### src/rtl/flash_cfg.svh
// constant definitions for the erase and identification command sequencer
`ifndef FLASH_SEQ_CFG_SVH
`define FLASH_SEQ_CFG_SVH
// opcodes
`define OP_ERASE_32K 8'h52
`define OP_ERASE_64K 8'hD8
`define OP_CHIP_ERASE_A 8'h60
`define OP_CHIP_ERASE_B 8'hC7
`define OP_MAKER_PART 8'h90
`define OP_IDENT_24 8'h9F
`define OP_UNIQUE_ID 8'h4B
`define OP_SECURE_ERASE 8'h44
// serial bit counts at which a frame stage completes, and the count at which it saturates
`define BITS_OPCODE 6'h08
`define BITS_ADDR 6'h20
`define BITS_UID_LEAD 6'h28
`define BITS_SAT 6'h3F
// address alignment masks
`define ALIGN_32K 24'hFF8000
`define ALIGN_64K 24'hFF0000
// security register address fields
`define SEC_HI_ZERO 8'h00
`define SEC_MID_ZERO 2'h0
`define SEC_SEL_0 4'h0
`define SEC_SEL_1 4'h1
// protection decode: 64KB blocks in the array
`define ARRAY_BLOCKS 8'h08
`define BP_NONE 3'h0
`define BP_ALL 3'h7
// durations in microseconds and the clock rate in MHz
`define CLK_MHZ 32'd125
`define T_ERASE_32K_US 32'd150000
`define T_ERASE_64K_US 32'd300000
`define T_CHIP_ERASE_US 32'd3000000
`define T_SECTOR_ERASE_US 32'd60000
`endif

### src/rtl/flash_pkg.sv
// types shared by the erase and identification sequencer
package flash_pkg;
	// frame decoder states, one-hot
	typedef enum logic [4:0] {
		ST_IDLE = 5'h01,
		ST_CMD = 5'h02,
		ST_ADDR = 5'h04,
		ST_OUT = 5'h08,
		ST_SKIP = 5'h10
	} seq_state_t;
	// kind of self-timed erase handed to the array
	typedef enum logic [1:0] {
		ER_32K = 2'h0,
		ER_64K = 2'h1,
		ER_CHIP = 2'h2,
		ER_SECURE = 2'h3
	} erase_kind_t;
endpackage

### src/rtl/erase_timer.sv
// self-timed erase cycle counter
module erase_timer #(
	parameter int W = 32
) (
	// clock and reset
	input wire logic clk,
	input wire logic rst_n,
	// start request with its length in cycles
	input wire logic start,
	input wire logic [W-1:0] cycles,
	// status
	output logic busy_r,
	output logic done_r
);
	logic [W-1:0] left_r; // cycles remaining

	// elaboration check: the countdown needs at least two bits
	if (W < 2)
	begin : g_w_check
		$error("erase_timer: W too small");
	end

	// load on start, count down, drop busy at zero
	always_ff @(posedge clk or negedge rst_n)
	begin
		if (!rst_n)
		begin
			left_r <= '0;
			busy_r <= 1'b0;
			done_r <= 1'b0;
		end
		else if (start && !busy_r)
		begin
			left_r <= cycles;
			busy_r <= 1'b1;
			done_r <= 1'b0;
		end
		else if (busy_r)
		begin
			// a zero length still takes one cycle
			left_r <= (left_r > W'(1)) ? left_r - W'(1) : '0;
			busy_r <= left_r > W'(1);
			done_r <= left_r <= W'(1);
		end
		else
		begin
			done_r <= 1'b0;
		end
	end
endmodule // erase_timer

### src/rtl/flash_cmd_seq.sv
// serial command sequencer for block/chip/secure erase and id reads
`include "flash_cfg.svh"
module flash_cmd_seq #(
	parameter logic [7:0] MAKER_CODE = 8'hA5, // arbitrary value
	parameter logic [7:0] PART_CODE = 8'h12, // arbitrary value
	parameter logic [7:0] MEM_TYPE = 8'h40, // arbitrary value
	parameter logic [7:0] CAPACITY = 8'h13, // arbitrary value
	parameter logic [127:0] UNIQUE_ID = 128'h0123456789ABCDEF0F1E2D3C4B5A6978, // arbitrary
	parameter int unsigned ERASE_32K_CYC = `T_ERASE_32K_US * `CLK_MHZ,
	parameter int unsigned ERASE_64K_CYC = `T_ERASE_64K_US * `CLK_MHZ,
	parameter int unsigned CHIP_ERASE_CYC = `T_CHIP_ERASE_US * `CLK_MHZ,
	parameter int unsigned SECTOR_ERASE_CYC = `T_SECTOR_ERASE_US * `CLK_MHZ
) (
	// clock and reset
	input wire logic clk,
	input wire logic rst_n,
	// serial link pins
	input wire logic cs_n,
	input wire logic sclk,
	input wire logic si,
	output logic so_out_r,
	output logic so_oe_n_r,
	// device state the sequencer consults
	input wire logic write_latch,
	input wire logic other_cycle_busy,
	input wire logic [4:0] protect_bits,
	input wire logic protect_complement,
	input wire logic secure_area_lock_0,
	input wire logic secure_area_lock_1,
	// effects on the rest of the device
	output logic progress_flag_r,
	output logic write_latch_clr_r,
	output logic erase_go_r,
	output flash_pkg::erase_kind_t erase_kind_r,
	output logic [23:0] erase_base_r,
	output logic erase_done_r
);
	flash_pkg::seq_state_t state_r; // frame decoder state
	logic [2:0] cs_sync_r, sclk_sync_r; // [0],[1] synchroniser, [2] edge history
	logic [1:0] si_sync_r; // data synchroniser
	logic cs_fall, cs_rise, sclk_rise, sclk_fall; // link events
	logic [5:0] bit_cnt_r, cnt_nxt; // bits taken this frame, saturating
	logic [31:0] in_sr_r, in_nxt; // input shifter
	logic [7:0] opcode_r; // opcode of this frame, zero until taken
	logic [23:0] addr_r; // address of this frame
	logic [127:0] out_sr_r; // output shifter, msb first
	logic timer_busy; // erase cycle running
	logic busy; // any internal cycle running
	logic block_ok, chip_ok, secure_ok; // command acceptance terms
	logic go; // start an erase this cycle
	flash_pkg::erase_kind_t kind; // kind of erase to start
	logic [31:0] go_cycles; // its length
	logic [23:0] go_base; // its aligned base

	// elaboration check: all four erase lengths must be nonzero
	if (ERASE_32K_CYC == 0 || ERASE_64K_CYC == 0 || CHIP_ERASE_CYC == 0
		|| SECTOR_ERASE_CYC == 0)
	begin : g_len_check
		$error("flash_cmd_seq: erase lengths must be nonzero");
	end

	// two flops before any use; the third stage only feeds edge finding
	always_ff @(posedge clk or negedge rst_n)
	begin
		if (!rst_n)
		begin
			cs_sync_r <= 3'h7;
			sclk_sync_r <= 3'h0;
			si_sync_r <= 2'h0;
		end
		else
		begin
			cs_sync_r <= {cs_sync_r[1:0], cs_n};
			sclk_sync_r <= {sclk_sync_r[1:0], sclk};
			si_sync_r <= {si_sync_r[0], si};
		end
	end

	// edges seen on the synchronised pins; sclk counts only while selected
	assign cs_fall = cs_sync_r[2] && !cs_sync_r[1];
	assign cs_rise = !cs_sync_r[2] && cs_sync_r[1];
	assign sclk_rise = !cs_sync_r[1] && !sclk_sync_r[2] && sclk_sync_r[1];
	assign sclk_fall = !cs_sync_r[1] && sclk_sync_r[2] && !sclk_sync_r[1];
	assign in_nxt = {in_sr_r[30:0], si_sync_r[1]};
	assign cnt_nxt = (bit_cnt_r == `BITS_SAT) ? bit_cnt_r : bit_cnt_r + 6'h01;
	assign busy = timer_busy || other_cycle_busy;

	// block protection: bp3 picks the bottom, complement inverts the range
	function automatic logic blk_protected(input logic [23:0] a, input logic [4:0] bp,
		input logic cmp);
		logic [7:0] n;
		logic [7:0] blk;
		logic cov;
		n = (bp[2:0] == `BP_NONE) ? 8'h00 : (8'h01 << (bp[2:0] - 3'h1));
		if (n > `ARRAY_BLOCKS)
			n = `ARRAY_BLOCKS;
		blk = {5'h00, a[18:16]};
		cov = bp[3] ? (blk < n) : (blk >= `ARRAY_BLOCKS - n);
		return cov ^ cmp;
	endfunction

	// acceptance of each erase at the select rise
	always_comb
	begin
		block_ok = (bit_cnt_r == `BITS_ADDR)
			&& !blk_protected(addr_r, protect_bits, protect_complement);
		chip_ok = (bit_cnt_r == `BITS_OPCODE)
			&& ((protect_bits[2:0] == `BP_NONE && !protect_complement)
			|| (protect_bits[2:0] == `BP_ALL && protect_complement));
		secure_ok = (bit_cnt_r == `BITS_ADDR) && (addr_r[23:16] == `SEC_HI_ZERO)
			&& (addr_r[11:10] == `SEC_MID_ZERO)
			&& ((addr_r[15:12] == `SEC_SEL_0 && !secure_area_lock_0)
			|| (addr_r[15:12] == `SEC_SEL_1 && !secure_area_lock_1));
	end

	// choose kind, length and aligned base; latch must already be set
	always_comb
	begin
		go = 1'b0;
		kind = flash_pkg::ER_32K;
		go_cycles = 32'(ERASE_32K_CYC);
		go_base = addr_r & `ALIGN_32K;
		case (opcode_r)
			`OP_ERASE_32K:
			begin
				go = block_ok;
			end
			`OP_ERASE_64K:
			begin
				go = block_ok;
				kind = flash_pkg::ER_64K;
				go_cycles = 32'(ERASE_64K_CYC);
				go_base = addr_r & `ALIGN_64K;
			end
			`OP_CHIP_ERASE_A, `OP_CHIP_ERASE_B:
			begin
				go = chip_ok;
				kind = flash_pkg::ER_CHIP;
				go_cycles = 32'(CHIP_ERASE_CYC);
				go_base = 24'h000000;
			end
			`OP_SECURE_ERASE:
			begin
				go = secure_ok;
				kind = flash_pkg::ER_SECURE;
				go_cycles = 32'(SECTOR_ERASE_CYC);
				go_base = {addr_r[23:10], 10'h000};
			end
			default:
			begin
				go = 1'b0;
			end
		endcase
		go = go && cs_rise && write_latch && !busy;
	end

	// self-timed cycle; its busy flop is one progress flag source, beside go and other_cycle_busy
	erase_timer #(
		.W(32)
	) u_timer (
		.clk(clk),
		.rst_n(rst_n),
		.start(go),
		.cycles(go_cycles),
		.busy_r(timer_busy),
		.done_r(erase_done_r)
	);

	// progress flag follows the cycle and any other internal cycle
	always_ff @(posedge clk or negedge rst_n)
	begin
		if (!rst_n)
			progress_flag_r <= 1'b0;
		else
			progress_flag_r <= go || busy;
	end

	// erase hand-off: one-cycle go and latch clear, held kind and base
	always_ff @(posedge clk or negedge rst_n)
	begin
		if (!rst_n)
		begin
			erase_go_r <= 1'b0;
			write_latch_clr_r <= 1'b0;
			erase_kind_r <= flash_pkg::ER_32K;
			erase_base_r <= 24'h000000;
		end
		else
		begin
			erase_go_r <= go;
			write_latch_clr_r <= go;
			if (go)
			begin
				erase_kind_r <= kind;
				erase_base_r <= go_base;
			end
		end
	end

	// frame decoder: inputs taken on sclk rise, counts kept to the select rise
	always_ff @(posedge clk or negedge rst_n)
	begin
		if (!rst_n)
		begin
			state_r <= flash_pkg::ST_IDLE;
			bit_cnt_r <= 6'h00;
			in_sr_r <= 32'h00000000;
			opcode_r <= 8'h00;
			addr_r <= 24'h000000;
		end
		else if (cs_sync_r[1])
		begin
			// deselected: read ends, back to standby
			state_r <= flash_pkg::ST_IDLE;
		end
		else if (cs_fall)
		begin
			state_r <= flash_pkg::ST_CMD;
			bit_cnt_r <= 6'h00;
			opcode_r <= 8'h00;
		end
		else if (sclk_rise)
		begin
			in_sr_r <= in_nxt;
			bit_cnt_r <= cnt_nxt;
			case (state_r)
				flash_pkg::ST_CMD:
				begin
					if (cnt_nxt == `BITS_OPCODE)
					begin
						opcode_r <= in_nxt[7:0];
						if (busy)
							state_r <= flash_pkg::ST_SKIP;
						else if (in_nxt[7:0] == `OP_IDENT_24)
							state_r <= flash_pkg::ST_OUT;
						else if (in_nxt[7:0] == `OP_ERASE_32K
							|| in_nxt[7:0] == `OP_ERASE_64K
							|| in_nxt[7:0] == `OP_SECURE_ERASE
							|| in_nxt[7:0] == `OP_MAKER_PART
							|| in_nxt[7:0] == `OP_UNIQUE_ID)
							state_r <= flash_pkg::ST_ADDR;
						else
							state_r <= flash_pkg::ST_SKIP; // chip erase or foreign
					end
				end
				flash_pkg::ST_ADDR:
				begin
					if (cnt_nxt == `BITS_ADDR)
					begin
						addr_r <= in_nxt[23:0];
						if (opcode_r == `OP_MAKER_PART)
							state_r <= flash_pkg::ST_OUT;
						else if (opcode_r != `OP_UNIQUE_ID)
							state_r <= flash_pkg::ST_SKIP; // erase waits for select rise
					end
					else if (cnt_nxt == `BITS_UID_LEAD)
					begin
						state_r <= flash_pkg::ST_OUT;
					end
				end
				default:
				begin
					state_r <= state_r; // output and skip just count bits
				end
			endcase
		end
	end

	// output shifter: loaded as the read begins, shifted on each sclk fall
	always_ff @(posedge clk or negedge rst_n)
	begin
		if (!rst_n)
		begin
			out_sr_r <= 128'h0;
			so_out_r <= 1'b0;
			so_oe_n_r <= 1'b1;
		end
		else if (cs_sync_r[1])
		begin
			so_oe_n_r <= 1'b1;
		end
		else if (sclk_rise && state_r == flash_pkg::ST_CMD && cnt_nxt == `BITS_OPCODE)
		begin
			out_sr_r <= {MAKER_CODE, MEM_TYPE, CAPACITY, 104'h0};
		end
		else if (sclk_rise && state_r == flash_pkg::ST_ADDR && cnt_nxt == `BITS_ADDR)
		begin
			// pair repeats eight times so a read of up to 128 bits keeps cycling through both codes
			out_sr_r <= {8{MAKER_CODE, PART_CODE}};
		end
		else if (sclk_rise && state_r == flash_pkg::ST_ADDR && cnt_nxt == `BITS_UID_LEAD)
		begin
			out_sr_r <= UNIQUE_ID;
		end
		else if (sclk_fall && state_r == flash_pkg::ST_OUT)
		begin
			so_out_r <= out_sr_r[127];
			out_sr_r <= {out_sr_r[126:0], 1'b0};
			so_oe_n_r <= 1'b0;
		end
	end
endmodule // flash_cmd_seq

### config.mk
export PLATFORM = sky130hd
export DESIGN_NAME = flash_cmd_seq
export DESIGN_NICKNAME = d
export VERILOG_FILES = /design/src/rtl/flash_pkg.sv /design/src/rtl/erase_timer.sv /design/src/rtl/flash_cmd_seq.sv
export VERILOG_INCLUDE_DIRS = /design/src /design/src/rtl
export SDC_FILE = /design/constraint.sdc
export NUM_CORES = 1
export LEC_CHECK = 0
export BUFFER_PORTS_ARGS = -buffer_cell sky130_fd_sc_hd__buf_4
export CAP_MARGIN = 0
export CELL_PAD_IN_SITES_DETAIL_PLACEMENT = 1
export CELL_PAD_IN_SITES_GLOBAL_PLACEMENT = 1
export CORE_MARGIN = 3
export CORE_UTILIZATION = 41
export DETAILED_ROUTE_END_ITERATION = 6
export PLACE_DENSITY_LB_ADDON = 0.1
export SLEW_MARGIN = 15
export SYNTH_ARGS = -nofsm -noshare
export SYNTH_HDL_FRONTEND = slang
export SYNTH_SLANG_ARGS = --single-unit
export TNS_END_PERCENT = 30
### constraint.sdc
create_clock -name clk -period 6.1 [get_ports clk]
set_input_delay 1.22 -clock clk [delete_from_list [all_inputs] [get_ports clk]]
set_output_delay 1.22 -clock clk [all_outputs]
set_load 0.005 [all_outputs]
==> results of run 1 <==
-- registers in the layout, indices dropped and copies added, names as in the netlist, 3 cells and up --
signal and cells:
in_sr_r 23, state_r 5, addr_r 14, sclk_sync_r 3
opcode_r 8, erase_base_r 14, cs_sync_r 3, u_timer.left_r 32
out_sr_r 127, bit_cnt_r 6
-- stage by stage --
stage	util (%)	power [mW]
after detailed placement	44.1	1.78
final	47.4	3.33
after global placement	44.1	1.78
after global routing	47.4	3.47
after CTS	47.4	3.38
after floorplan	-	1.72
-- final cells by class --
cell class / count / area [um2]
multi-input cells: 833 / 4690
inverters: 11 / 41.3
flip-flops and latches: 245 / 6140
clock inverters: 14 / 104
well taps: 335 / 419
fillers: 2953 / 13900
clock buffers: 36 / 749
repair buffers: 48 / 380
-- placed cells by master, fill, tap and decap left out, drive strengths merged, types with 30 or more instances in the layout --
master / instances
o21ai: 40
a31oi: 32
a22o: 40
clkbuf: 36
dfrtp: 240
nor3: 30
buf: 48
nor2: 111
nand2: 245
o31ai: 40
a21oi: 57
-- cell usage after synthesis (6+ instances only) --
cell,count
nand2_1,245
dfrtp_1,240
nor2_1,111
clkbuf_1,58
a21oi_1,57
a22o_1,40
o31ai_1,40
o21ai_0,37
a31oi_1,32
nor3_1,30
nand3_1,19
nor4_1,18
and2_1,14
mux2_2,14
buf_4,12
inv_1,11
a21o_1,10
ha_1,10
nand2b_1,9
nand4_1,9
or3_1,9
nor2b_1,8
o22ai_1,8
buf_1,7
a21boi_0,6
mux2i_1,6
-- layer usage --
layer / vias up / share of wire [%] / track usage (%)
met3: 43 / 2.4 / 2.31
met2: 100 / 47 / 33.2
met1: 4427 / 48 / 28.0
met4: 0 / 2.2 / 5.07
met5: - / 0 / 0
li1: 4084 / - / -
-- worst max path at each step --
stage	start	to	slack, ns
2_1_floorplan	protect_bits[1]	u_timer.left_r[28]	1.89
3_3_place_gp	protect_bits[1]	erase_kind_r[0]	1.27
3_5_place_dp	protect_bits[1]	erase_base_r[12]	1.15
4_1_cts	protect_bits[1]	erase_base_r[12]	1.72
5_1_grt	protect_bits[1]	u_timer.left_r[29]	1.49
6_report	protect_bits[1]	erase_kind_r[0]	1.76
-- power breakdown --
group	internal [mW]	total (mW)	switching, mW
Combinational	0.0264	0.0910	0.0646
Clock	0.905	1.58	0.674
Sequential	1.64	1.66	0.0200
-- cells by family (layout without fill, tap and decap cells) --
group,Yosys count,after routing,synth area share (%)
simple gates,516,516,21.4
compound gates,270,270,16.4
flops,245,245,55.0
buf+inv,93,109,3.59
mux,20,20,1.95
fa+ha+maj,10,10,1.12
xor+xnor,7,7,0.549
other cells,1,10,0.0336
==> out/results.ini, run 1 <==
[sta]
rsz0062_at_grt=false
fin_crit_ns=4.34
finalHoldWorstSlack_ns=0.347
clock.fmax_ghz=0.230
finClkSkew_ns=0.0135
final_hold_viol_count=0
setup-tns-final_ns=0
finalSetupViolCount=0
setup_slack_ns=1.76
max_slew_margin_pct=26.6
layout_worst_path_cycle_share_pct=71.2
max_slew.worst_pin.slew_ns=1.10
maxSlewViolCount=0

[floorplan]
core_area_um2=26400
io_pins=47
num_rows=59
start_util_pct=42.2
dieWidth_um=171
die_h_um=171
dieArea_um2=29200

[global_route]
grt_max_degree=109
track_usage_pct=19.9
grt_pass1_wl_um=48400
grt_pass1_vias=9015
grt.overflow.total=0
antenna_found_initial=0

[yosys]
yosysWarnings=0
syn-instance-count=1162
ys_seq_elements=245
synthTopCellsByArea=dfrtp_1, nand2_1, nor2_1
synth-main-ff-cell=dfrtp_1
ys_seq_area_share_pct=55.0
post-synth-top-area-cell=dfrtp_1
netlist_area_um2=11200
syn_avg_cell_area_um2=9.61
async_flop_share_pct=100
synth-edff-count=0
synth_top_area_share_pct=53.8
ys_types=69

[run_status]
outcome=complete, no violations

[detailed_routing]
vias_per_cell=5.69
ant_nets=0
drc=0
detailroute.via_count=8654
dr.first_iter.drc_count=437
drt-wirelength-per-cell_um=18.6
wl_um=28400
first_pass_iters=4

[hold_path]
min_path_cells=0
hp-start=sclk_sync_r[0]
hold_class=reg2reg
min_to=sclk_sync_r[1]

[placed_design]
place_ws_ns=1.15
io_buffer_count=35
gp_congestion=0.826
dp.cells=1472
placed_cell_area_um2=11700
dp_hpwl_um=17300

[clock_network]
cts_root_buf=clkbuf_16
htreeDepth=1
clk_pin_slew_worst_paths_ns=0.06
cts.sinks=245
postCtsHoldBufs=0
cts_tree=done
clock_latency_ns=0.54
cts_resized=0
cts_buffer_depth=3
cts_setup_buffers=0
cts_made_buffers=27

[critical_path]
reg2reg_depth=8
critical_path.startpoint_type=input port
cp_max_fo=22
crit_cells=12
crit_chain=buf_4 -> or3b_2 -> ha_1 -> xnor2_1 -> ha_1 -> a21oi_1 -> o21ai_0 -> a22oi_1 -> mux2_2 -> o21ai_2 -> buf_4 -> o21ai_0
reg2reg_slack_ns=2.54
arrival_ns=4.74
timing.rr.end=out_sr_r[35]
cp_num_buf_inv=2
r2r-start=bit_cnt_r[0]
critPathMaxStageDelay_ns=0.71
crit_path_top_delay_cell=o21ai_2
path_delay_family=compound AO/OA/AOI/OAI gates
criticalPathCategory=in2reg
endpoint_kind=flip-flop
cp.required_ns=6.50

[power_and_ir_drop]
peakVddDrop_mv=0.197
p_leak_nw=5.54
power_density_nw_per_um2=266

[cells_and_area]
final_cells=1522
syn_to_final_growth_pct=12.1
drive_above_1_share_pct=11.5
antenna_cells=0
nets=1191
fin_area_um2=12500

[job]
maxCapViolCount=0

(Power assumes the default switching activity.)
==> inputs of run 2 (changes only) <==
- ABC_AREA: unset -> 1
- clock period: 6.1 -> 3.8 ns (I/O delays scaled with it)
==> out/results.ini, run 2 <==
[run_status]
outcome=complete, no violations  ; unchanged

[sta]
setup-tns-final_ns=0  ; unchanged
finClkSkew_ns=0.0232  ; was 0.0135 ns
clock.fmax_ghz=0.315
max_slew_margin_pct=50.2  ; was 26.6%
maxSlewViolCount=0  ; unchanged
finalHoldWorstSlack_ns=0.173  ; was 0.347 ns
final_hold_viol_count=0  ; unchanged
setup_slack_ns=0.630  ; was 1.76 ns
fin_crit_ns=3.17
max_slew.worst_pin.slew_ns=0.747  ; was 1.10 ns
rsz0062_at_grt=false  ; unchanged
layout_worst_path_cycle_share_pct=83.4
finalSetupViolCount=0  ; unchanged

[cells_and_area]
drive_above_1_share_pct=9.45  ; was 11.5%
fin_area_um2=13300  ; was 12500 um2
final_common_cell=nand2_1  ; unchanged
top_regs=out_sr_r: 127 flops, u_timer.left_r: 32 flops, in_sr_r: 23 flops  ; unchanged
nFillCells=3386  ; was 2953
final_util_pct=47.5  ; was 47.4%
syn_to_final_growth_pct=13.6  ; was 12.1%
top_register=out_sr_r  ; unchanged
nets=1461  ; was 1191
layout.cells.most_common_list=nand2_1, dfrtp_1, inv_1  ; was nand2_1, dfrtp_1, nor2_1
largest_reg_flops=127  ; unchanged
antenna_cells=0  ; unchanged

[placed_design]
place_ws_ns=0.346  ; was 1.15 ns
gp_congestion=0.829  ; was 0.826
dp_hpwl_um=19000  ; was 17300 um
placed_cell_area_um2=12300  ; was 11700 um2
io_buffer_count=35  ; unchanged

[job]
maxCapViolCount=0  ; unchanged

[power_and_ir_drop]
peakVddDrop_mv=0.325  ; was 0.197 mV
power_density_nw_per_um2=429  ; was 266 nW/um2
p_leak_nw=6.63  ; was 5.54 nW

[yosys]
ys_types=44  ; was 69
synth-edff-count=0  ; unchanged
synthTopCellsByArea=dfrtp_1, nand2_1, nand3_1  ; was dfrtp_1, nand2_1, nor2_1
synth_top_area_share_pct=51.4  ; was 53.8%
syn_avg_cell_area_um2=8.26  ; was 9.61 um2
netlist_area_um2=11700  ; was 11200 um2
synth.most_common_cell=nand2_1  ; unchanged
syn-instance-count=1413  ; was 1162
synth-main-ff-cell=dfrtp_1  ; unchanged
synth_xor_area_share_pct=1.73  ; was 0.549%
yosys.area_share.simple_pct=22.8  ; was 21.4%
synth_commonest_cells=nand2_1, dfrtp_1, inv_1  ; was nand2_1, dfrtp_1, nor2_1
ys_seq_area_share_pct=52.6  ; was 55.0%
synthAdderAreaFrac_pct=1.07  ; was 1.12%
ys_seq_elements=245  ; unchanged
async_flop_share_pct=100  ; unchanged
yosysWarnings=0  ; unchanged
synth_top_family_by_area=simple AND/OR/NAND/NOR gates  ; unchanged
post-synth-top-area-cell=dfrtp_1  ; unchanged
synth-compound-area-share_pct=12.1  ; was 16.4%
synthMuxAreaShare_pct=0.0964  ; was 1.95%

[global_route]
grt_pass1_wl_um=50900  ; was 48400 um
antenna_found_initial=0  ; unchanged
track_usage_pct=19.7  ; was 19.9%
grt_max_degree=75  ; was 109
grt_pass1_vias=9876  ; was 9015
grt.overflow.total=0  ; unchanged

[critical_path]
cp.required_ns=4.23  ; was 6.50 ns
critPathMaxStageDelay_ns=0.43  ; was 0.71 ns
cp_max_fo=65  ; was 22
critical_path.startpoint_type=flip-flop  ; was input port
reg2reg_slack_ns=0.63  ; was 2.54 ns
criticalPathCategory=reg2reg  ; was in2reg
crit_chain=ha_1 -> nand3_2 -> nor2_2 -> nand2_2 -> xor2_1 -> nand2_1 -> nor3_2 -> nand2_2 -> nand2_1 -> nand2_2 -> buf_4 -> nand2_1 -> nand2_1 -> nand2_1 -> o21ai_0  ; was buf_4 -> or3b_2 -> ha_1 -> xnor2_1 -> ha_1 -> a21oi_1 -> o21ai_0 -> a22oi_1 -> mux2_2 -> o21ai_2 -> buf_4 -> o21ai_0
crit_path_top_delay_cell=dfrtp_1  ; was o21ai_2
crit_top_cell=nand2_1
arrival_ns=3.60  ; was 4.74 ns
path_delay_family=simple AND/OR/NAND/NOR gates  ; was compound AO/OA/AOI/OAI gates
endpoint_kind=flip-flop  ; unchanged
cp_num_buf_inv=1  ; was 2

[detailed_routing]
ant_nets=0  ; unchanged
wl_um=29100  ; was 28400 um
vias_per_cell=5.11  ; was 5.69
drc=0  ; unchanged
drt-wirelength-per-cell_um=15.9  ; was 18.6 um
dr.first_iter.drc_count=568  ; was 437
detailroute.via_count=9383  ; was 8654
first_pass_iters=4  ; unchanged

[clock_network]
htreeDepth=1  ; unchanged
cts_root_buf=clkbuf_16  ; unchanged
cts_made_buffers=30  ; was 27
cts_resized=0  ; unchanged
clk_pin_slew_worst_paths_ns=0.06  ; about the same
postCtsHoldBufs=0  ; unchanged
cts_setup_buffers=0  ; unchanged
clock_latency_ns=0.57  ; was 0.54 ns
cts_buffer_depth=3  ; unchanged
cts.sinks=245  ; unchanged
cts_tree=done  ; unchanged

[floorplan]
die_h_um=175  ; was 171 um
dieWidth_um=175  ; was 171 um
dieArea_um2=30500  ; was 29200 um2
num_rows=61  ; was 59
io_pins=47  ; unchanged
core_area_um2=27900  ; was 26400 um2
start_util_pct=41.8  ; was 42.2%

[hold_path]
hold_class=in2async  ; was reg2reg

[run 2: changes by cell type in the layout (fill, tap and decap cells not counted), moves of 39 or more]
cell	delta
a22o_1	-40
inv_1	+168
nand2_1	+61
nand3_1	+127
o21ai_0	+65
o21ai_1	+43
o31ai_1	-39
[run 2: stage by stage]
stage	power, mW	cells
3_3_place_gp	2.92	1782
3_5_place_dp	2.93	1782
2_1_floorplan	2.83	1422
4_1_cts	5.79	1838
5_1_grt	5.93	1838
6_report	5.70	1838
[run 2: worst reg2reg max path, cell delays in order (launching register included)]
cell     delay, ns
dfrtp_1       0.43
ha_1          0.24
nand3_2       0.12
nor2_2        0.14
nand2_2       0.12
xor2_1        0.29
nand2_1       0.15
nor3_2        0.21
nand2_2       0.27
nand2_1       0.15
nand2_2       0.08
buf_4         0.35
nand2_1       0.15
nand2_1       0.17
nand2_1       0.11
o21ai_0       0.08
[run 2: logic make-up (layout without fill, tap and decap cells)]
kind of cell               count (synthesis)  count (layout)
AOI/OAI and AO/OA                        248             248
xor gates and xnor gates                  23              23
adders and majority gates                 10              10
buffers and inverters                    265             303
DFF                                      245             245
muxes                                      1               1
other                                      1              10
and+or+nand+nor                          620             620
[run 2: final timing paths]
check | end | startpoint | cells past startpoint
setup reg to reg | state_r[2] | bit_cnt_r[1] | 15
min in group clk | sclk_sync_r[0] | sclk | 1
hold / removal | in_sr_r[22] | rst_n | 1
hold reg to reg | sclk_sync_r[1] | sclk_sync_r[0] | 0
max in group asynchronous | u_timer.left_r[4] | rst_n | 2
setup / recovery | state_r[2] | bit_cnt_r[1] | 15
[run 2: metal layers]
| metal | part of all wire (%) | wire length, um | global-route usage [%] | vias up |
|---|---|---|---|---|
| li1 | - | - | - | 4640 |
| met2 | 48 | 14100 | 34.3 | 94 |
| met3 | 2.6 | 764 | 2.48 | 39 |
| met1 | 47 | 13800 | 26.7 | 4610 |
| met4 | 1.7 | 501 | 3.76 | 0 |
| met5 | 0 | 0 | 0 | - |
[run 2: layout make-up]
class	instances	area [um2]	area share (%)
Inverter	190	714	5.38
Timing Repair Buffer	57	485	3.66
Clock buffer	41	842	6.35
Multi-Input combinational cell	912	4470	33.7
Sequential cell	245	6140	46.3
Clock inverter	15	145	1.09
Tap cell	378	473	3.56
[run 2: power breakdown]
part	switching (mW)	total (mW)	internal [mW]
Combinational	0.133	0.185	0.0520
Sequential	0.0376	2.69	2.65
Clock	1.14	2.82	1.68
